`config.mk`:
```
export PLATFORM = sky130hd
export DESIGN_NAME = pb_volume_assign
export DESIGN_NICKNAME = d
export VERILOG_FILES = /design/src/hdl/pb_vol_pkg.sv /design/src/hdl/pb_volume_assign.sv /design/src/hdl/pb_pin_sync.sv
export SDC_FILE = /design/constraint.sdc
export NUM_CORES = 1
export LEC_CHECK = 0
export BUFFER_PORTS_ARGS = -buffer_cell sky130_fd_sc_hd__buf_4
export CAP_MARGIN = 10
export CELL_PAD_IN_SITES_DETAIL_PLACEMENT = 1
export CELL_PAD_IN_SITES_GLOBAL_PLACEMENT = 1
export CORE_MARGIN = 2
export CORE_UTILIZATION = 46
export CTS_BUF_LIST = sky130_fd_sc_hd__clkbuf_8 sky130_fd_sc_hd__clkbuf_16
export DETAILED_ROUTE_END_ITERATION = 12
export GPL_ROUTABILITY_DRIVEN = 0
export GPL_TIMING_DRIVEN = 0
export HOLD_SLACK_MARGIN = 0.03
export PLACE_DENSITY = 0.92
export SLEW_MARGIN = 20
export SYNTH_ARGS = -nofsm -noshare
export SYNTH_HDL_FRONTEND = slang
export SYNTH_HIERARCHICAL = 1
export SYNTH_SLANG_ARGS = --single-unit
```
`constraint.sdc`:
```
create_clock -name clock -period 5.07 [get_ports clock]
set_input_delay 0.7605 -clock clock [delete_from_list [all_inputs] [get_ports clock]]
set_output_delay 0.7605 -clock clock [all_outputs]
set_load 0.05 [all_outputs]
```
`src/hdl/pb_vol_pkg.sv`:
```
// constants for the push-button volume assignment block
// assumes a 125 MHz single clock and an Avalon-MM register slave
package pb_vol_pkg;
   // ***************************************************
   // register map (printed offsets are word indices)
   // ***************************************************
   localparam logic [7:0] SETUP_IDX = 8'h3F;
   localparam logic [7:0] ASSIGN_IDX = 8'h40;
   localparam logic [7:0] STATUS_IDX = 8'h44;
   localparam logic [7:0] ASSIGN_RESET = 8'h87;
   localparam logic [7:0] SETUP_RESET = 8'h00;
   // ***************************************************
   // field positions
   // ***************************************************
   localparam int STEP_LSB = 6;
   localparam int RAMP_LSB = 3;
   localparam int TGT_LSB = 0;
   localparam int START_LSB = 3;
   localparam int HOLD_LSB = 0;
   localparam int STAT_RAMP_BIT = 9;
   localparam int STAT_HELD_BIT = 10;
   localparam int STAT_FOLLOW_LSB = 16;
   // ***************************************************
   // target codes and level scale (unit = 0.375 dB)
   // ***************************************************
   localparam logic [2:0] TGT_ADC01 = 3'h0;
   localparam logic [2:0] TGT_ADC23 = 3'h1;
   localparam logic [2:0] TGT_ADC_ALL = 3'h2;
   localparam logic [2:0] TGT_DAC_BOTH = 3'h3;
   localparam logic [2:0] TGT_DAC0 = 3'h4;
   localparam logic [2:0] TGT_DAC1 = 3'h5;
   localparam logic [2:0] TGT_NONE = 3'h7;
   localparam int LEVEL_W = 9;
   localparam int NUM_CONV = 6;
   localparam logic [8:0] LEVEL_MUTE = 9'h100;
   localparam int START_UNIT_SHIFT = 2;
   localparam logic [3:0] STEP_UNITS [0:3] = '{4'h1, 4'h4, 4'h8, 4'hC};
   localparam logic [7:0] RAMP_DBPS [0:7] = '{8'h3C, 8'h30, 8'h24, 8'h1E, 8'h18, 8'h12, 8'h0C, 8'h06};
   localparam logic [11:0] HOLD_MS [0:7] =
      '{12'h096, 12'h12C, 12'h1C2, 12'h258, 12'h384, 12'h4B0, 12'h4B0, 12'h4B0};
   // accumulator adds dB/s times 8 each ms; one unit per 3000 = 0.375 dB times 8 times 1000 ms per second
   localparam int RAMP_ACC_SHIFT = 3;
   localparam logic [11:0] RAMP_ACC_LIMIT = 12'h0BB8;
   // ***************************************************
   // timing
   // ***************************************************
   localparam int CLOCK_MHZ = 125;
   localparam int TICK_US = 1000;
   localparam int TICK_CYCLES = TICK_US * CLOCK_MHZ;
endpackage

```
`src/hdl/pb_volume_assign.sv`:
```
// push-button volume assignment: registers, press stepping, hold and ramp
// assumes debounced active-high button levels on the multipurpose pins
//
// The Avalon-MM slave port was chosen for this implementation.
`timescale 1ns/1ns
module pb_volume_assign #(
   parameter int MS_CYCLES = pb_vol_pkg::TICK_CYCLES
) (
   // clock and reset
   input wire logic clock,
   input wire logic reset_n,
   // avalon-mm slave
   input wire logic [8:0] address,
   input wire logic read,
   input wire logic write,
   input wire logic [31:0] writedata,
   input wire logic [3:0] byteenable,
   output logic [31:0] readdata,
   output logic waitrequest,
   // multipurpose pins carrying the buttons
   input wire logic vol_up_pin,
   input wire logic vol_down_pin,
   // converter control
   output logic [8:0] button_level,
   output logic [5:0] converter_follow,
   output logic button_active
);
   // ***************************************************
   // declarations
   // ***************************************************
   typedef enum logic [2:0] {
      ST_IDLE = 3'b001,
      ST_HELD = 3'b010,
      ST_RAMP = 3'b100
   } btn_state_t;

   localparam int MS_W = $clog2(MS_CYCLES + 1);
   localparam logic [8:0] ASSIGN_ADDR = {pb_vol_pkg::ASSIGN_IDX[6:0], 2'b00};
   localparam logic [8:0] SETUP_ADDR = {pb_vol_pkg::SETUP_IDX[6:0], 2'b00};
   localparam logic [8:0] STATUS_ADDR = {pb_vol_pkg::STATUS_IDX[6:0], 2'b00};

   btn_state_t state_q, state_d;
   logic ack_q;
   logic [7:0] assign_q, setup_q;
   logic setup_written_q;
   logic [1:0] pin_sync;
   logic up_s, dn_s, up_prev_q, dn_prev_q;
   logic press_up, press_dn, press;
   logic dir_up_q, held_level;
   logic en, en_prev_q;
   logic [MS_W-1:0] ms_cnt_q;
   logic ms_tick;
   logic [11:0] hold_ms_q, hold_limit;
   logic [11:0] acc_q, acc_sum;
   logic ramp_step;
   logic [2:0] tgt;
   logic [3:0] step_units;
   logic [5:0] follow_d;
   logic [8:0] level_q, level_d;
   logic [31:0] status_word;

   assign tgt = assign_q[pb_vol_pkg::TGT_LSB +: 3];
   assign en = (tgt != pb_vol_pkg::TGT_NONE);
   assign step_units = pb_vol_pkg::STEP_UNITS[assign_q[pb_vol_pkg::STEP_LSB +: 2]];
   assign hold_limit = pb_vol_pkg::HOLD_MS[setup_q[pb_vol_pkg::HOLD_LSB +: 3]];

   // ***************************************************
   // register slave
   // ***************************************************
   // one wait cycle per access; read data captured while waiting
   assign waitrequest = (read | write) & ~ack_q;

   always_ff @(posedge clock) begin
      if (!reset_n) begin
         ack_q <= 1'b0;
      end else begin
         ack_q <= (read | write) & ~ack_q;
      end
   end

   assign status_word = {10'h000, follow_d, 5'h00, state_q == ST_HELD, state_q == ST_RAMP, level_q};

   // read mux, unmapped addresses read zero
   always_ff @(posedge clock) begin
      if (!reset_n) begin
         readdata <= 32'h0000_0000;
      end else if (read && !ack_q) begin
         case (address)
            ASSIGN_ADDR: readdata <= {24'h00_0000, assign_q};
            SETUP_ADDR: readdata <= {24'h00_0000, setup_q};
            STATUS_ADDR: readdata <= status_word;
            default: readdata <= 32'h0000_0000;
         endcase
      end
   end

   always_ff @(posedge clock) begin
      if (!reset_n) begin
         assign_q <= pb_vol_pkg::ASSIGN_RESET;
      end else if (write && ack_q && byteenable[0] && address == ASSIGN_ADDR) begin
         assign_q <= writedata[7:0];
      end
   end

   always_ff @(posedge clock) begin
      if (!reset_n) begin
         setup_q <= pb_vol_pkg::SETUP_RESET;
         setup_written_q <= 1'b0;
      end else if (write && ack_q && byteenable[0] && address == SETUP_ADDR) begin
         setup_q <= writedata[7:0];
         setup_written_q <= 1'b1;
      end
   end

   // ***************************************************
   // button inputs
   // ***************************************************
   pb_pin_sync #(
      .WIDTH(2)
   ) u_sync (
      .clock(clock),
      .reset_n(reset_n),
      .pin_async({vol_down_pin, vol_up_pin}),
      .pin_sync(pin_sync)
   );

   assign up_s = pin_sync[0];
   assign dn_s = pin_sync[1];

   // edge memory for press detection
   always_ff @(posedge clock) begin
      if (!reset_n) begin
         up_prev_q <= 1'b0;
         dn_prev_q <= 1'b0;
         en_prev_q <= 1'b0;
      end else begin
         up_prev_q <= up_s;
         dn_prev_q <= dn_s;
         en_prev_q <= en;
      end
   end

   // both buttons together is ambiguous, so neither counts
   assign press_up = en && up_s && !up_prev_q && !dn_s && state_q == ST_IDLE;
   assign press_dn = en && dn_s && !dn_prev_q && !up_s && state_q == ST_IDLE;
   assign press = press_up | press_dn;
   assign held_level = dir_up_q ? up_s : dn_s;

   // ***************************************************
   // millisecond divider
   // ***************************************************
   always_ff @(posedge clock) begin
      if (!reset_n || state_q == ST_IDLE) begin
         ms_cnt_q <= '0;
      end else if (ms_cnt_q == MS_W'(MS_CYCLES - 1)) begin
         ms_cnt_q <= '0;
      end else begin
         ms_cnt_q <= ms_cnt_q + 1'b1;
      end
   end

   assign ms_tick = (state_q != ST_IDLE) && (ms_cnt_q == MS_W'(MS_CYCLES - 1));

   // ***************************************************
   // press, hold and ramp sequence
   // ***************************************************
   always_comb begin
      state_d = state_q;
      case (state_q)
         ST_IDLE: begin
            if (press) begin
               state_d = ST_HELD;
            end
         end
         ST_HELD: begin
            if (!held_level || !en) begin
               state_d = ST_IDLE;
            end else if (ms_tick && hold_ms_q + 12'h001 >= hold_limit) begin
               state_d = ST_RAMP;
            end
         end
         ST_RAMP: begin
            if (!held_level || !en) begin
               state_d = ST_IDLE;
            end
         end
         default: state_d = ST_IDLE;
      endcase
   end

   always_ff @(posedge clock) begin
      if (!reset_n) begin
         state_q <= ST_IDLE;
         dir_up_q <= 1'b0;
      end else begin
         state_q <= state_d;
         if (press) begin
            dir_up_q <= press_up;
         end
      end
   end

   // held time in ms since the press
   always_ff @(posedge clock) begin
      if (!reset_n || state_q != ST_HELD) begin
         hold_ms_q <= 12'h000;
      end else if (ms_tick) begin
         hold_ms_q <= hold_ms_q + 12'h001;
      end
   end

   // rate accumulator, exact for every code
   assign acc_sum = acc_q + (12'(pb_vol_pkg::RAMP_DBPS[assign_q[pb_vol_pkg::RAMP_LSB +: 3]])
                    << pb_vol_pkg::RAMP_ACC_SHIFT);
   assign ramp_step = (state_q == ST_RAMP) && ms_tick && (acc_sum >= pb_vol_pkg::RAMP_ACC_LIMIT);

   always_ff @(posedge clock) begin
      if (!reset_n || state_q != ST_RAMP) begin
         acc_q <= 12'h000;
      end else if (ms_tick) begin
         acc_q <= ramp_step ? acc_sum - pb_vol_pkg::RAMP_ACC_LIMIT : acc_sum;
      end
   end

   // ***************************************************
   // shared level (attenuation in 0.375 dB units)
   // ***************************************************
   function automatic logic [8:0] move(input logic [8:0] lvl, input logic [3:0] amt, input logic up);
      logic [9:0] sum;
      sum = {1'b0, lvl} + {6'h00, amt};
      if (up) begin
         move = (lvl > {5'h00, amt}) ? lvl - {5'h00, amt} : 9'h000;
      end else begin
         move = (sum > {1'b0, pb_vol_pkg::LEVEL_MUTE}) ? pb_vol_pkg::LEVEL_MUTE : sum[8:0];
      end
   endfunction

   always_comb begin
      level_d = level_q;
      if (en && !en_prev_q) begin
         level_d = setup_written_q ?
                   9'(setup_q[pb_vol_pkg::START_LSB +: 5]) << pb_vol_pkg::START_UNIT_SHIFT :
                   pb_vol_pkg::LEVEL_MUTE;
      end else if (press) begin
         level_d = move(level_q, step_units, press_up);
      end else if (ramp_step) begin
         level_d = move(level_q, 4'h1, dir_up_q);
      end
   end

   always_ff @(posedge clock) begin
      if (!reset_n) begin
         level_q <= pb_vol_pkg::LEVEL_MUTE;
      end else begin
         level_q <= level_d;
      end
   end

   // ***************************************************
   // converter selection
   // ***************************************************
   // per-converter target decode
   for (genvar i = 0; i < pb_vol_pkg::NUM_CONV; i++) begin : g_conv
      if (i < 2) begin : g_adc_lo
         assign follow_d[i] = (tgt == pb_vol_pkg::TGT_ADC01) || (tgt == pb_vol_pkg::TGT_ADC_ALL);
      end else if (i < 4) begin : g_adc_hi
         assign follow_d[i] = (tgt == pb_vol_pkg::TGT_ADC23) || (tgt == pb_vol_pkg::TGT_ADC_ALL);
      end else begin : g_dac
         assign follow_d[i] = (tgt == pb_vol_pkg::TGT_DAC_BOTH) ||
                              (tgt == ((i == 4) ? pb_vol_pkg::TGT_DAC0 : pb_vol_pkg::TGT_DAC1));
      end
   end

   // one shared level moves whole group
   always_ff @(posedge clock) begin
      if (!reset_n) begin
         converter_follow <= 6'h00;
         button_active <= 1'b0;
      end else begin
         converter_follow <= follow_d;
         button_active <= en;
      end
   end

   assign button_level = level_q;

   // ***************************************************
   // checks
   // ***************************************************
   property p_step;
      @(posedge clock) disable iff (!reset_n)
      (press_up && en_prev_q && level_q > 9'h00C) |=> (level_q == $past(level_q) - 9'($past(step_units)));
   endproperty
   a_step: assert property (p_step) else $error("press did not move level by one step");

   property p_ramp;
      @(posedge clock) disable iff (!reset_n)
      (state_q == ST_RAMP && !ms_tick && !(en && !en_prev_q)) |=> (level_q == $past(level_q));
   endproperty
   a_ramp: assert property (p_ramp) else $error("level moved between ramp ticks");

   property p_off;
      @(posedge clock) disable iff (!reset_n)
      (tgt == pb_vol_pkg::TGT_NONE) |=> (converter_follow == 6'h00 && !button_active);
   endproperty
   a_off: assert property (p_off) else $error("converter follows while feature is off");

   property p_all_adc;
      @(posedge clock) disable iff (!reset_n)
      (tgt == pb_vol_pkg::TGT_ADC_ALL) |=> (converter_follow == 6'h0F);
   endproperty
   a_all_adc: assert property (p_all_adc) else $error("all-ADC target decoded wrongly");

   property p_reset;
      @(posedge clock)
      !reset_n |=> (assign_q == 8'h87 && converter_follow == 6'h00);
   endproperty
   a_reset: assert property (p_reset) else $error("assignment register not at reset value");

   property p_start;
      @(posedge clock) disable iff (!reset_n)
      (en && !en_prev_q && setup_written_q) |=> (level_q == 9'({$past(setup_q[7:3]), 2'b00}));
   endproperty
   a_start: assert property (p_start) else $error("start level not code times 1.5 dB");

   property p_hold;
      @(posedge clock) disable iff (!reset_n)
      (state_q == ST_HELD && state_d == ST_RAMP) |-> (hold_ms_q + 12'h001 >= hold_limit && ms_tick);
   endproperty
   a_hold: assert property (p_hold) else $error("ramp began before hold time");

   property p_pair;
      @(posedge clock) disable iff (!reset_n)
      ##1 (converter_follow[0] == converter_follow[1] && converter_follow[2] == converter_follow[3]);
   endproperty
   a_pair: assert property (p_pair) else $error("ADC pair members split");
endmodule // pb_volume_assign

```
`src/hdl/pb_pin_sync.sv`:
```
// two-flop synchroniser for the button pins
// assumes pins are asynchronous to clock
`timescale 1ns/1ns
module pb_pin_sync #(
   parameter int WIDTH = 2
) (
   // clock and reset
   input wire logic clock,
   input wire logic reset_n,
   // pins and synchronised copy
   input wire logic [WIDTH-1:0] pin_async,
   output logic [WIDTH-1:0] pin_sync
);
   logic [WIDTH-1:0] meta_q;

   // first stage is read only by the second stage
   always_ff @(posedge clock) begin
      if (!reset_n) begin
         meta_q <= '0;
         pin_sync <= '0;
      end else begin
         meta_q <= pin_async;
         pin_sync <= meta_q;
      end
   end
endmodule // pb_pin_sync

```
; Word-level counts from Yosys, hierarchy flattened
; Memory sizes are Yosys's and may differ from the RTL's.
; Index checks and enable logic that the tools add are counted.
[word_totals]
register_bits = 117
mem_bits_rw = 0
out_inout_bits = 49
latch_bits = 0
memories = 2
rom_bits = 160
[op_classes]
div = 0
eq_ne = 19
n_mux = 25
n_reduce_logical = 39
multipliers = 0
add_sub_neg = 8
order_cmp = 9
n_bitwise = 7
shift = 0
[memory_table]
columns = memory, depth, word_bits, rd, rd_ports_with_merged_regs, write_ports, line_no
row1 = (no name shown), 8, 12, 1, 0, 0, pb_volume_assign.sv:65  ; assign hold_limit = pb_vol_pkg::HOLD_MS[setup_q[pb_vol_pkg::HOLD_LSB +: 3]];
row2 = (no name shown), 8, 8, 1, 0, 0, pb_volume_assign.sv:213  ; assign acc_sum = acc_q + (12'(pb_vol_pkg::RAMP_DBPS[assign_q[pb_vol_pkg::RAMP_LSB +: 3]])
[op_table]
columns = cell, count
row1 = 9-bit 2-to-1 mux, 10
row2 = 22-bit one-hot mux with 3 select lines, 1
row3 = 12-bit 2-to-1 mux, 3
row4 = "10-bit by 9-bit > comparator with 1-bit output, second input constant", 2
row5 = "9-bit == test, second input constant", 2
row6 = 1-bit logical AND, 18
row7 = "17-bit by 1-bit adder with 17-bit output, second input constant", 1
row8 = "17-bit == test, second input constant", 1
row9 = 8-bit 2-to-1 mux, 2
row10 = "12-bit by 1-bit adder with 12-bit output, second input constant", 1
row11 = 12-bit by 11-bit adder with 12-bit output, 1
row12 = 12-bit greater-or-equal comparator, 1
row13 = "12-bit greater-or-equal comparator, second input constant", 1
row14 = 3-bit 2-to-1 mux, 4
row15 = "12-bit subtractor, second input constant", 1
row16 = "9-bit by 1-bit adder with 10-bit output, second input constant", 1
row17 = 9-bit by 4-bit adder with 10-bit output, 1
row18 = "3-bit by 2-bit == test with 1-bit output, second input constant", 3
row19 = "3-bit == test, second input constant", 3
row20 = "9-bit by 8-bit == test with 1-bit output, second input constant", 1
row21 = "9-bit by 1-bit > comparator with 1-bit output, second input constant", 1
row22 = 9-bit by 4-bit > comparator with 1-bit output, 1
row23 = 1-bit zero test, 9
row24 = 3-bit one-hot mux with 3 select lines, 1
row25 = other kinds (23), 37

; Logic depth before layout (Yosys ltp)
; Gate-level depths: netlist of run 1.
[logic_depth]
word_depth = 10
depth_mapped = 14

; By module
; The synthesis of run 1 kept the hierarchy.
[modules_own_cells]
columns = mod, seq_area_each_um2, area_per_inst_um2, n_inst, cells_per_inst
row1 = pb_volume_assign, 1821.7, 6237.2, 1, 785
row2 = pb_pin_sync, 80.1, 105.1, 1, 8

; Worst setup path after synthesis of run 1
; OpenSTA, ideal clock, no wires.
[synth_path]
path_kind = reg-to-reg
start = reg assign_q[3]
end = reg level_q[4], in the netlist button_level[4]
synth_period_minus_slack_ps = 3416
t_required_ps = 4992
setup_time_ps = 78
arrival_ps = 3338
slack_ps = 1654
stages_incl_launch_ff = 14
cell_sequence = dfxtp_1 > inv_1 > ha_1 > mux2_2 > ha_1 > a211oi_1 > nor2_1 > xnor2_1 > or4b_4 > a21oi_2 > buf_6 > nor2_4 > a311o_1 > nor3_1
[synth_between]
elab_chain_len = 8
[synth_rtl]
columns = element, line_no
row1 = from (decl), pb_volume_assign.sv:44  ; logic [7:0] assign_q, setup_q;
row2 = from (signal assigned), pb_volume_assign.sv:99  ; assign_q <= pb_vol_pkg::ASSIGN_RESET;
row3 = from (signal assigned), pb_volume_assign.sv:101  ; assign_q <= writedata[7:0];
row4 = 3-bit inverter with 4-bit output (implied by the code), pb_volume_assign.sv:213
row5 = memory 8 x 8 bit, --
row6 = 8-bit 2-to-1 mux (implied by the code) (2 in series), pb_volume_assign.sv:213
row7 = 12-bit by 11-bit adder with 12-bit output, pb_volume_assign.sv:213
row8 = 12-bit greater-or-equal comparator, pb_volume_assign.sv:215  ; assign ramp_step = (state_q == ST_RAMP) && ms_tick && (acc_sum >= pb_vol_pkg::RAMP_ACC_LIMIT);
row9 = 1-bit logical AND, pb_volume_assign.sv:215
row10 = 3-bit nonzero test (no line), --
row11 = to (signal assigned), pb_volume_assign.sv:253  ; level_q <= pb_vol_pkg::LEVEL_MUTE;
row12 = to (signal assigned), pb_volume_assign.sv:255  ; level_q <= level_d;
row13 = to (decl), pb_volume_assign.sv:59  ; logic [8:0] level_q, level_d;
; Every way passes these cells. The select of a mux whose other input is x is not followed.
; A chain may end at the register's enable or synchronous reset.

; Worst setup path after layout of run 1
[layout_path]
start = reg assign_q[3]
end = reg level_q[3], in the netlist button_level[3]
; The elaborated chain is that of the path after synthesis.

==> summary.md, run 1 <==
| Metric | Value |
|---|---|
| Clk sinks | 95 |
| Vert. Die Dim | 121 um |
| Main flop type after synthesis | dfxtp_1 |
| Clock Power Share | 0.422 |
| Setup TNS | 0 ns |
| Core Rows | 42 |
| FMAX | 235 MHz |
| Vias in the first global route | 6585 |
| IO Pins | 100 |
| WP data required | ~5.3 ns |
| Area Growth Syn to Fin | 15.3% |
| Max-slew violation count | 0 |
| Post-Route Utilization | 0.548 |
| Final #Nets | between 900 and 1000 |
| Die Width | 121 um |
| Via count | 6409 |
| Worst-skew pair later-pin latency | 0.35 ns |
| Maximum net fanout on the critical path | 9 |
| Largest net degree at the start of global routing | 16 |
| Critical path class | flop to flop |
| Comb power frac | 0.077 |
| Hold_buf cts | 0 |
| Clock Tree Root | clkbuf_16 |
| Fin crit share | 0.839 |
| Worst min path class | flop to flop |
| Final WS setup | 0.818 ns |
| Critical Path Sink Type | flop |
| Mapped Area | 0.00634 mm^2 |
| Avg Inst Size Synth | 8.00 um^2 |
| Slew HR | 0.385 |
| Full die area | about 0.015 mm^2 |
| P_sw | ~0.39 mW |
| Flop pwr share | 0.501 |
| Gr usage total | 0.290 |
| Iteration-0 DRC Markers | 536 |
| CORE AREA | ~0.013 mm^2 |
| CP arrival | ~4.4 ns |
| First-pass GRT wire length | between 30000 and 40000 um |
| Fin crit period | 4.25 ns |
| RSZ-0062 raised after global routing | false |
| #FFs+latches synth | 95 |
| P_leak | between 2 and 3 nW |
| Initial antenna violation count | 0 |
| Final ANT Viol Nets | 0 |
| Initial Util | 0.475 |
| Slew @ Worst Pin | 0.920 ns |
| Ys async rst share | 0 |
| CTS-repair resized insts | 0 |
| Postcts setup bufs | 0 |
| Worst Skew | 0.00281 ns |
| Vias per inst | around 6 |
| Worst slack at placement | 0.889 ns |
| Num CTS Buffers | 9 |
| Sw Share | 0.259 |
| CTS tree | yes |
| Post-Syn Instances | 793 |
| ANT cells | 0 |
| Synth warn | 6 |
| Cell Pwr Density | 206 mW/mm^2 |
| CP startpoint kind | flop |
| Max H-tree Level | 3 |
| Int Power | 1.12 mW |
| Routed length per instance | 20.0 um |
| Clock buffer depth | 2 |
| Min Hold Slack | ~0.43 ns |
| EDFF count, synth | 0 |
| DR DRC count | 0 |
| VDD IR max | 0.299 mV |
| CTS clk-pin slew, worst paths | 0.07 ns |
| WL final | 21200 um |
| PortBufs | 56 |
| Final Hold Vio Count | 0 |
| # setup viols final | 0 |
| Register area share after synthesis | 0.300 |
| Share of layout cells above drive strength 1 | 0.128 |
| Dpl hpwl | 15400 um |
| Max cap viols | 0 |
| Fillers | 1683 |
| Congestion Overflow GR | 0 |
| Status | complete, no violations |
| First-pass iteration count of the detailed router | 5 |
| Netlist cell types | 74 |
-- cell usage in the layout, fill, tap and decap left out, drive strengths merged, types with 6 or more instances in the layout --
| cell | n |
|---|---|
| nand4 | 10 |
| nor3 | 30 |
| ha | 36 |
| mux2i | 34 |
| nand3 | 33 |
| xnor2 | 28 |
| dfxtp | 95 |
| and2 | 11 |
| nand2 | 58 |
| nor2 | 108 |
| o21ai | 32 |
| a211oi | 18 |
| o211ai | 7 |
| conb | 15 |
| nand2b | 12 |
| xor2 | 32 |
| inv | 32 |
| a21oi | 28 |
| a31oi | 7 |
| and3 | 11 |
| nor4 | 9 |
| or3 | 9 |
| clkbuf | 41 |
| buf | 85 |
| or2 | 6 |
-- cell type report --
class                      count  area (um^2)  area share
multi-input combinational    624         4080       0.558
inverter                      28          105      0.0144
sequential                    95         1900       0.260
timing repair buffer          57          428      0.0585
tap                          176          220      0.0301
clock inverter                 7         41.3     0.00564
buffer                        60          310      0.0424
clock buffer                   9          225      0.0308
-- per-stage QoR --
stage          std cells  power (mW)  instance area (um^2)
2_1_floorplan        807       0.851                  6390
3_3_place_gp        1039       0.886                  7040
3_5_place_dp        1040       0.888                  7050
4_1_cts             1056        1.52                  7320
5_1_grt             1056        1.54                  7320
6_report            1056        1.51                  7320
-- cell families after synthesis --
kind of cell	Yosys count	synth area share
simple gates	327	0.256
mux	39	0.0625
compound gates	146	0.158
fa+ha+maj	37	0.0742
flops	95	0.300
xor+xnor	60	0.0829
other cells	1	0.000591
buf+inv	88	0.0655
-- registers in the layout (all words and copies together), names as in the netlist, 2 cells and up --
signal,cells
readdata,15
assign_q,8
converter_follow,4
hold_ms_q,12
u_sync/pin_sync,2
button_level,9
setup_q,8
acc_q,9
ms_cnt_q,17
u_sync/meta_q,2
state_q,3
-- critical path: stages (launching register included) --
cell and delay, ns:
dfxtp_1 0.48, inv_1 0.10, ha_1 0.29, mux2_2 0.27, ha_1 0.24, a211oi_1 0.60, nor2_1 0.16, xnor2_1 0.22
or4b_4 0.56, a21o_1 0.21, nand2_1 0.30, nor3_1 0.08, a2111oi_0 0.57
-- cell usage after synthesis (5+ instances only) --
| master | count | area share |
|---|---|---|
| nand2_1 | 58 | 0.034 |
| a31oi_1 | 7 | 0.0069 |
| mux2i_1 | 34 | 0.054 |
| buf_4 | 19 | 0.022 |
| and2_1 | 11 | 0.011 |
| a211oi_1 | 18 | 0.021 |
| xnor2_1 | 28 | 0.039 |
| nor4b_1 | 5 | 0.0069 |
| or3_1 | 9 | 0.0089 |
| inv_1 | 28 | 0.017 |
| nor4_1 | 9 | 0.0089 |
| o21a_1 | 5 | 0.0059 |
| or2_2 | 5 | 0.0049 |
| clkbuf_1 | 32 | 0.019 |
| ha_1 | 36 | 0.071 |
| mux2_2 | 5 | 0.0089 |
| buf_2 | 5 | 0.0039 |
| a21oi_1 | 27 | 0.021 |
| nand2b_1 | 12 | 0.012 |
| nor3_1 | 30 | 0.024 |
| and3_1 | 11 | 0.011 |
| xor2_1 | 32 | 0.044 |
| nand4_1 | 10 | 0.0099 |
| and4_1 | 5 | 0.0069 |
| nand3_1 | 33 | 0.026 |
| nor2_1 | 107 | 0.063 |
| dfxtp_1 | 95 | 0.30 |
| o21ai_0 | 30 | 0.024 |
| o211ai_1 | 7 | 0.0083 |
-- path summary, 6_finish.rpt --
kind / startpoint / depth (start not counted) / slack [ns] / end
worst max-delay path: assign_q[3] / 12 / 0.82 / button_level[3]
worst min register to register: u_sync/meta_q[0] / 1 / 0.43 / u_sync/pin_sync[0]
worst min-delay path: u_sync/meta_q[0] / 1 / 0.43 / u_sync/pin_sync[0]
worst max register to register: assign_q[3] / 12 / 0.82 / button_level[3]
-- metal layers --
layer	up-vias	part of all wire	routed length [um]	GRT usage
li1	2951	-	-	-
met1	3150	0.42	8790	0.351
met2	246	0.50	10500	0.506
met3	62	0.050	1070	0.0493
met4	0	0.037	775	0.125
met5	-	0	0	0
-- power by group through the flow --
stage	sequential, mW	combinational (mW)	clock, mW
3_5_place_dp	0.774	0.114	0
4_1_cts	0.757	0.115	0.646
5_1_grt	0.757	0.122	0.664
3_3_place_gp	0.774	0.112	0
6_report	0.757	0.116	0.637
2_1_floorplan	0.788	0.0632	0
No activity file was read; power rests on OpenSTA's default activity.
==> run 2, diff against run 1 <==
Settings changed: ABC_AREA from default to 1, CORE_UTILIZATION 46 to 37, PLACE_DENSITY 0.92 to 0.84.
Clock period 5.07 ns to 3.55 ns, I/O delays scaled along.
==> run 2 against run 1 <==
  * Utilization fell by 11 points
  * Die area increased by 26%
  * Count of clock-buffer cells in the layout unchanged
  * Cell count grew 23%
  * Flip-flop and latch count unchanged
  * Synthesized cell count grew 24%
  * Critical path type unchanged
==> summary.md, run 2 <==
| Metric | Value |
|---|---|
| Dominant cell type by area after synthesis | dfxtp_1 (unchanged) |
| Area Growth Syn to Fin | 16.6% (was 15.3%) |
| Status | complete, no violations (unchanged) |
| Vias per inst | 5.27 (was 6.07) |
| P_leak | 3.48 nW (was 2.91 nW) |
| PortBufs | 57 (was 56) |
| Post-Syn Instances | 984 (was 793) |
| DP Cell Count | 1280 (was 1040) |
| Congestion Overflow GR | 0 (unchanged) |
| Slowest stage cell, crit path | fa_1 (was a211oi_1) |
| Main flop type after synthesis | dfxtp_1 (unchanged) |
| Slew @ Worst Pin | 0.711 ns (was 0.920 ns) |
| Iteration-0 DRC Markers | 293 (was 536) |
| Slew HR | 0.526 (was 0.385) |
| Netlist cell types | 48 (was 74) |
| First-pass iteration count of the detailed router | 5 (unchanged) |
| Die Width | 136 um (was 121 um) |
| CTS-repair resized insts | 0 (unchanged) |
| Max H-tree Level | 3 (unchanged) |
| Initial Util | 0.377 (was 0.475) |
| Share of layout cells above drive strength 1 | 0.129 (was 0.128) |
| Most frequent cell after synthesis | nand2_1 (was nor2_1) |
| Worst Skew | 0.00849 ns (was 0.00281 ns) |
| Mapped Area | 0.00647 mm^2 (was 0.00634 mm^2) |
| CP startpoint kind | flop (unchanged) |
| Synth top area share | 0.294 (was 0.300) |
| CP max stage delay | 0.48 ns (was 0.60 ns) |
| Setup TNS | 0 ns (unchanged) |
| Most frequent cells in the layout | nand2_1, inv_1, nor2_1, dfxtp_1, buf_4 (was nor2_1, dfxtp_1, buf_4, nand2_1, ha_1) |
| CORE AREA | 0.0172 mm^2 (was 0.0133 mm^2) |
| Dpl hpwl | 15800 um (was 15400 um) |
| Clock buffer depth | 2 (unchanged) |
| Critical Path Sink Type | flop (unchanged) |
| Vias in the first global route | 6656 (was 6585) |
| Num CTS Buffers | 9 (unchanged) |
| Top flop regs | ms_cnt_q x17, readdata x15, hold_ms_q x12 (unchanged) |
| Via count | 6826 (was 6409) |
| Compound-cell area share of the yosys netlist | 0.159 (was 0.158) |
| Vert. Die Dim | 136 um (was 121 um) |
| RSZ-0062 raised after global routing | false (unchanged) |
| DR DRC count | 0 (unchanged) |
| Initial antenna violation count | 0 (unchanged) |
| Full die area | 0.0186 mm^2 (was 0.0147 mm^2) |
| First-pass GRT wire length | 33100 um (was 33800 um) |
| #FFs+latches synth | 95 (unchanged) |
| CTS clk-pin slew, worst paths | 0.08 ns (was 0.07 ns) |
| Commonest non-fill, non-tap cell in the layout | nand2_1 (was nor2_1) |
| Synth warn | 6 (unchanged) |
| WP data required | 3.80 ns (was 5.26 ns) |
| XOR/XNOR Fraction of Synth Area | 0.0364 (was 0.0829) |
| EDFF count, synth | 0 (unchanged) |
| Clk sinks | 95 (unchanged) |
| Hold_buf cts | 0 (unchanged) |
| Crit-path most repeated cell | nand2_1 (was ha_1) |
| Fin crit period | 3.28 ns (was 4.25 ns) |
| CTS tree | yes (unchanged) |
| Postcts setup bufs | 0 (unchanged) |
| Final #Nets | 1154 (was 963) |
| Register area share after synthesis | 0.294 (was 0.300) |
| Synth cell count leaders | nand2_1, inv_1, nor2_1 (was nor2_1, dfxtp_1, nand2_1) |
| Avg Inst Size Synth | 6.58 um^2 (was 8.00 um^2) |
| ANT cells | 0 (unchanged) |
| Max cap viols | 0 (unchanged) |
| Post-route insts no fill | 1296 (was 1056) |
| Worst-skew pair later-pin latency | 0.35 ns (about the same) |
| Post-Synth Adder-Cell Area | 0.0727 (was 0.0742) |
| CP arrival | 3.53 ns (was 4.44 ns) |
| Gr usage total | 0.223 (was 0.290) |
| IO Pins | 100 (unchanged) |
| Ys async rst share | 0 (unchanged) |
| Final ANT Viol Nets | 0 (unchanged) |
| VDD IR max | 0.207 mV (was 0.299 mV) |
| Max FFs per register | 17 (unchanged) |
| WL final | 20700 um (was 21200 um) |
| Biggest register | ms_cnt_q (unchanged) |
| Top cells by area, synth | dfxtp_1, nand2_1, inv_1, ha_1, nor2_1 (was dfxtp_1, ha_1, nor2_1, mux2i_1, xor2_1) |
| FMAX | 305 MHz (was 235 MHz) |
| Clock Tree Root | clkbuf_16 (unchanged) |
| Largest net degree at the start of global routing | 21 (was 16) |
| Fin crit share | 0.924 (was 0.839) |
| Maximum net fanout on the critical path | 10 (was 9) |
| Cell Pwr Density | 298 mW/mm^2 (was 206 mW/mm^2) |
| Routed length per instance | 16.0 um (was 20.0 um) |
| Largest family of logic cells by synthesized area | simple AND/OR/NAND/NOR gates (unchanged) |
| # setup viols final | 0 (unchanged) |
| Final Hold Vio Count | 0 (unchanged) |
| Core Rows | 48 (was 42) |
| Mux cell area share after synthesis | 0 (was 0.0625) |
| Synth Area in Simple Gates | 0.306 (was 0.256) |
| Max-slew violation count | 0 (unchanged) |
| Critical path class | flop to flop (unchanged) |
| Worst min path class | input port to flop (was flop to flop) |
| Critical-path cell list | ha_1, nor2_1, a21oi_1, ha_1, inv_1, fa_1, nor3_1, nor2_1, nand2_1, nand2_1, o21ai_2, nand2_2, buf_6, o21ai_1, nand3_1, nand2_1, inv_1 (was inv_1, ha_1, mux2_2, ha_1, a211oi_1, nor2_1, xnor2_1, or4b_4, a21o_1, nand2_1, nor3_1, a2111oi_0) |
run 2: per-layer routing:
metal | global-route usage | wire, um
met5 | 0 | 0
met4 | 0.0683 | 401
met3 | 0.0280 | 737
met2 | 0.378 | 9960
met1 | 0.295 | 9620
run 2: path summary, 6_finish.rpt:
check	slack (ns)	depth (start not counted)	start	to
worst max register to register	0.27	17	assign_q[4]	acc_q[7]
worst min-delay path	0.36	3	vol_down_pin	u_sync/meta_q[1]
worst min register to register	0.42	2	u_sync/meta_q[0]	u_sync/pin_sync[0]
worst max-delay path	0.27	17	assign_q[4]	acc_q[7]
run 2: layout make-up:
type | count | area, um^2
clock buffer | 9 | 225
multi-input combinational | 708 | 3770
timing repair buffer | 57 | 428
fill | 2340 | 9640
sequential | 95 | 1900
inverter | 147 | 552
tap | 225 | 282
clock inverter | 7 | 83.8
buffer | 48 | 298
run 2: stage by stage:
stage | area (um^2) | hold slack (ns) | util | power (mW) | setup slack (ns)
detailed placement | 7230 | 0.404 | 0.421 | 1.26 | 0.350
floorplan | 6520 | 0.386 | - | 1.21 | 0.856
global route | 7540 | 0.369 | 0.439 | 2.31 | 0.0396
finish | 7540 | 0.358 | 0.439 | 2.24 | 0.269
global placement | 7230 | 0.392 | 0.421 | 1.26 | 0.450
CTS | 7540 | 0.354 | 0.439 | 2.26 | 0.303
run 2: kinds of logic after synthesis:
logic type / after synthesis
and+or+nand+nor: 453
buffers and inverters: 195
AOI/OAI and AO/OA: 177
DFF: 95
adders and majority gates: 37
xor gates and xnor gates: 26
other: 1
run 2: worst max-delay path: cells and delay by family (launching register included):
kind,cells,cell delay (ns)
AND/OR/NAND/NOR,8,1.04
flip-flops,1,0.43
buffers and inverters,3,0.28
adder cells (fa/ha/maj),3,0.93
AO/OA/AOI/OAI,3,0.48
run 2: power by group:
group	switching [mW]	internal [mW]	total (mW)	leakage, nW
clock network	0.501	0.503	1.00	0.149
registers	0.00555	1.07	1.08	0.768
logic	0.111	0.0499	0.161	2.57
total	0.618	1.63	2.24	3.48
==> run 3, diff against run 2 <==
Settings changed: CORE_MARGIN 2 to default.
==> run 3 against run 2 <==
  * Global-route usage is 0.78 points higher
  * Worst hold slack worse by 0.0021 ns
  * Final area is 0.25% lower
  * Fmax is 1.3% higher
  * Register-to-register slack better by 0.04 ns
  * Critical endpoint is now button_level[4]
  * Utilization is 0.82 points higher
==> summary.md, run 3 (synthesis results as in run 2) <==
| Metric | Value |
|---|---|
| IO Pins | 100 (unchanged) |
| CTS-repair resized insts | 0 (unchanged) |
| PortBufs | 57 (unchanged) |
| Worst min path class | input port to flop (unchanged) |
| Biggest register | ms_cnt_q (unchanged) |
| Gr usage total | 0.231 (was 0.223) |
| RSZ-0062 raised after global routing | false (unchanged) |
| # setup viols final | 0 (unchanged) |
| Fin crit period | 3.24 ns (was 3.28 ns) |
| Worst-skew pair later-pin latency | 0.36 ns (was 0.35 ns) |
| Max H-tree Level | 3 (unchanged) |
| Final Hold Vio Count | 0 (unchanged) |
| Post-Route Utilization | 0.447 (was 0.439) |
| Largest net degree at the start of global routing | 20 (was 21) |
| Worst Skew | 0.0118 ns (was 0.00849 ns) |
| Status | complete, no violations (unchanged) |
| Clock Tree Root | clkbuf_16 (unchanged) |
| Dpl hpwl | 15900 um (was 15800 um) |
| Critical path class | flop to flop (unchanged) |
| FMAX | 309 MHz (was 305 MHz) |
| Postcts setup bufs | 0 (unchanged) |
| Initial antenna violation count | 0 (unchanged) |
| P_leak | 3.47 nW (was 3.48 nW) |
| CORE AREA | 0.0168 mm^2 (was 0.0172 mm^2) |
| Full die area | 0.0180 mm^2 (was 0.0186 mm^2) |
| Most frequent cells in the layout | nand2_1, inv_1, nor2_1, dfxtp_1, buf_4 (unchanged) |
| Congestion Overflow GR | 0 (unchanged) |
| Critical Path Sink Type | flop (unchanged) |
| Fin crit share | 0.912 (was 0.924) |
| First-pass iteration count of the detailed router | 5 (unchanged) |
| First-pass GRT wire length | 33300 um (was 33100 um) |
| WP data required | 3.83 ns (was 3.80 ns) |
| Iteration-0 DRC Markers | 284 (was 293) |
| Critical-path cell list | inv_1, ha_1, o21ai_0, inv_1, fa_1, nor3_1, nor2_1, nand2_1, nand2_1, o21ai_2, nand2_2, nand3_2, buf_6, o21ai_1, a21oi_1 (was ha_1, nor2_1, a21oi_1, ha_1, inv_1, fa_1, nor3_1, nor2_1, nand2_1, nand2_1, o21ai_2, nand2_2, buf_6, o21ai_1, nand3_1, nand2_1, inv_1) |
| Core Rows | 47 (was 48) |
| Clk sinks | 95 (unchanged) |
| CP max stage delay | 0.52 ns (was 0.48 ns) |
| Num CTS Buffers | 9 (unchanged) |
| Max cap viols | 0 (unchanged) |
| Hold_buf cts | 0 (unchanged) |
| Top flop regs | ms_cnt_q x17, readdata x15, hold_ms_q x12 (unchanged) |
| VDD IR max | 0.261 mV (was 0.207 mV) |
| CTS tree | yes (unchanged) |
| Crit path buf inv count | 3 (unchanged) |
| Routed length per instance | 15.6 um (was 16.0 um) |
| CP arrival | 3.52 ns (was 3.53 ns) |
| Fillers | 2303 (was 2340) |
| Via count | 6680 (was 6826) |
| Commonest non-fill, non-tap cell in the layout | nand2_1 (unchanged) |
| Worst slack at placement | 0.372 ns (was 0.350 ns) |
| Slowest stage cell, crit path | fa_1 (unchanged) |
| Area Growth Syn to Fin | 16.3% (was 16.6%) |
| CP startpoint kind | flop (unchanged) |
| Slew HR | 0.556 (was 0.526) |
| WL final | 20200 um (was 20700 um) |
| Vias per inst | 5.17 (was 5.27) |
| Clock buffer depth | 2 (unchanged) |
| Final #Nets | 1154 (unchanged) |
| Vert. Die Dim | 134 um (was 136 um) |
| Slew @ Worst Pin | 0.666 ns (was 0.711 ns) |
| CTS clk-pin slew, worst paths | 0.08 ns (about the same) |
| Initial Util | 0.385 (was 0.377) |
| Share of layout cells above drive strength 1 | 0.129 (unchanged) |
| Max-slew violation count | 0 (unchanged) |
| Setup TNS | 0 ns (unchanged) |
| Maximum net fanout on the critical path | 10 (unchanged) |
| Cell Pwr Density | 295 mW/mm^2 (was 298 mW/mm^2) |
| DR DRC count | 0 (unchanged) |
| Die Width | 134 um (was 136 um) |
| ANT cells | 0 (unchanged) |
| Max FFs per register | 17 (unchanged) |
| CP top delay family | simple AND/OR/NAND/NOR gates (unchanged) |
| Final ANT Viol Nets | 0 (unchanged) |
| Vias in the first global route | 6833 (was 6656) |
| Final WS setup | 0.312 ns (was 0.269 ns) |
run 3: worst paths after layout:
path	depth (start not counted)	slack (ns)	startpoint	to
hold reg to reg	2	0.42	u_sync/meta_q[1]	u_sync/pin_sync[1]
setup / recovery	15	0.31	assign_q[4]	button_level[4]
hold / removal	3	0.36	vol_down_pin	u_sync/meta_q[1]
setup reg to reg	15	0.31	assign_q[4]	button_level[4]
run 3: worst min-delay path: stages:
cell     delay, ns
buf_4         0.07
nand2_1       0.04
inv_1         0.04
run 3: power breakdown:
part	switching [mW]	internal, mW
logic	0.111	0.0498
clock network	0.486	0.497
registers	0.00588	1.07
run 3: through the flow:
step                      cell area [um^2]  std cells  hold slack, ns  total power [mW]
after global placement                7230       1275           0.394              1.26
after CTS                             7520       1291           0.355              2.24
after global routing                  7520       1291           0.357              2.30
after floorplan                       6520        998           0.386              1.21
after detailed placement              7230       1275           0.409              1.26
final                                 7520       1291           0.356              2.22
run 3: layer usage:
metal	vias up	share of wire	track usage
li1	3351	-	-
met1	3184	0.47	0.298
met2	125	0.48	0.400
met3	20	0.038	0.0321
met4	0	0.014	0.0655
met5	-	0	0
run 3: area by class of cell:
cell class              count  area [um^2]  share of cell area
well taps                 220          275              0.0366
clock inverters             7         71.3             0.00948
repair buffers             57          428              0.0569
plain buffers              48          298              0.0396
inverters                 147          552              0.0734
flip-flops and latches     95         1900               0.253
multi-input cells         708         3770               0.501
clock buffers               9          225              0.0299
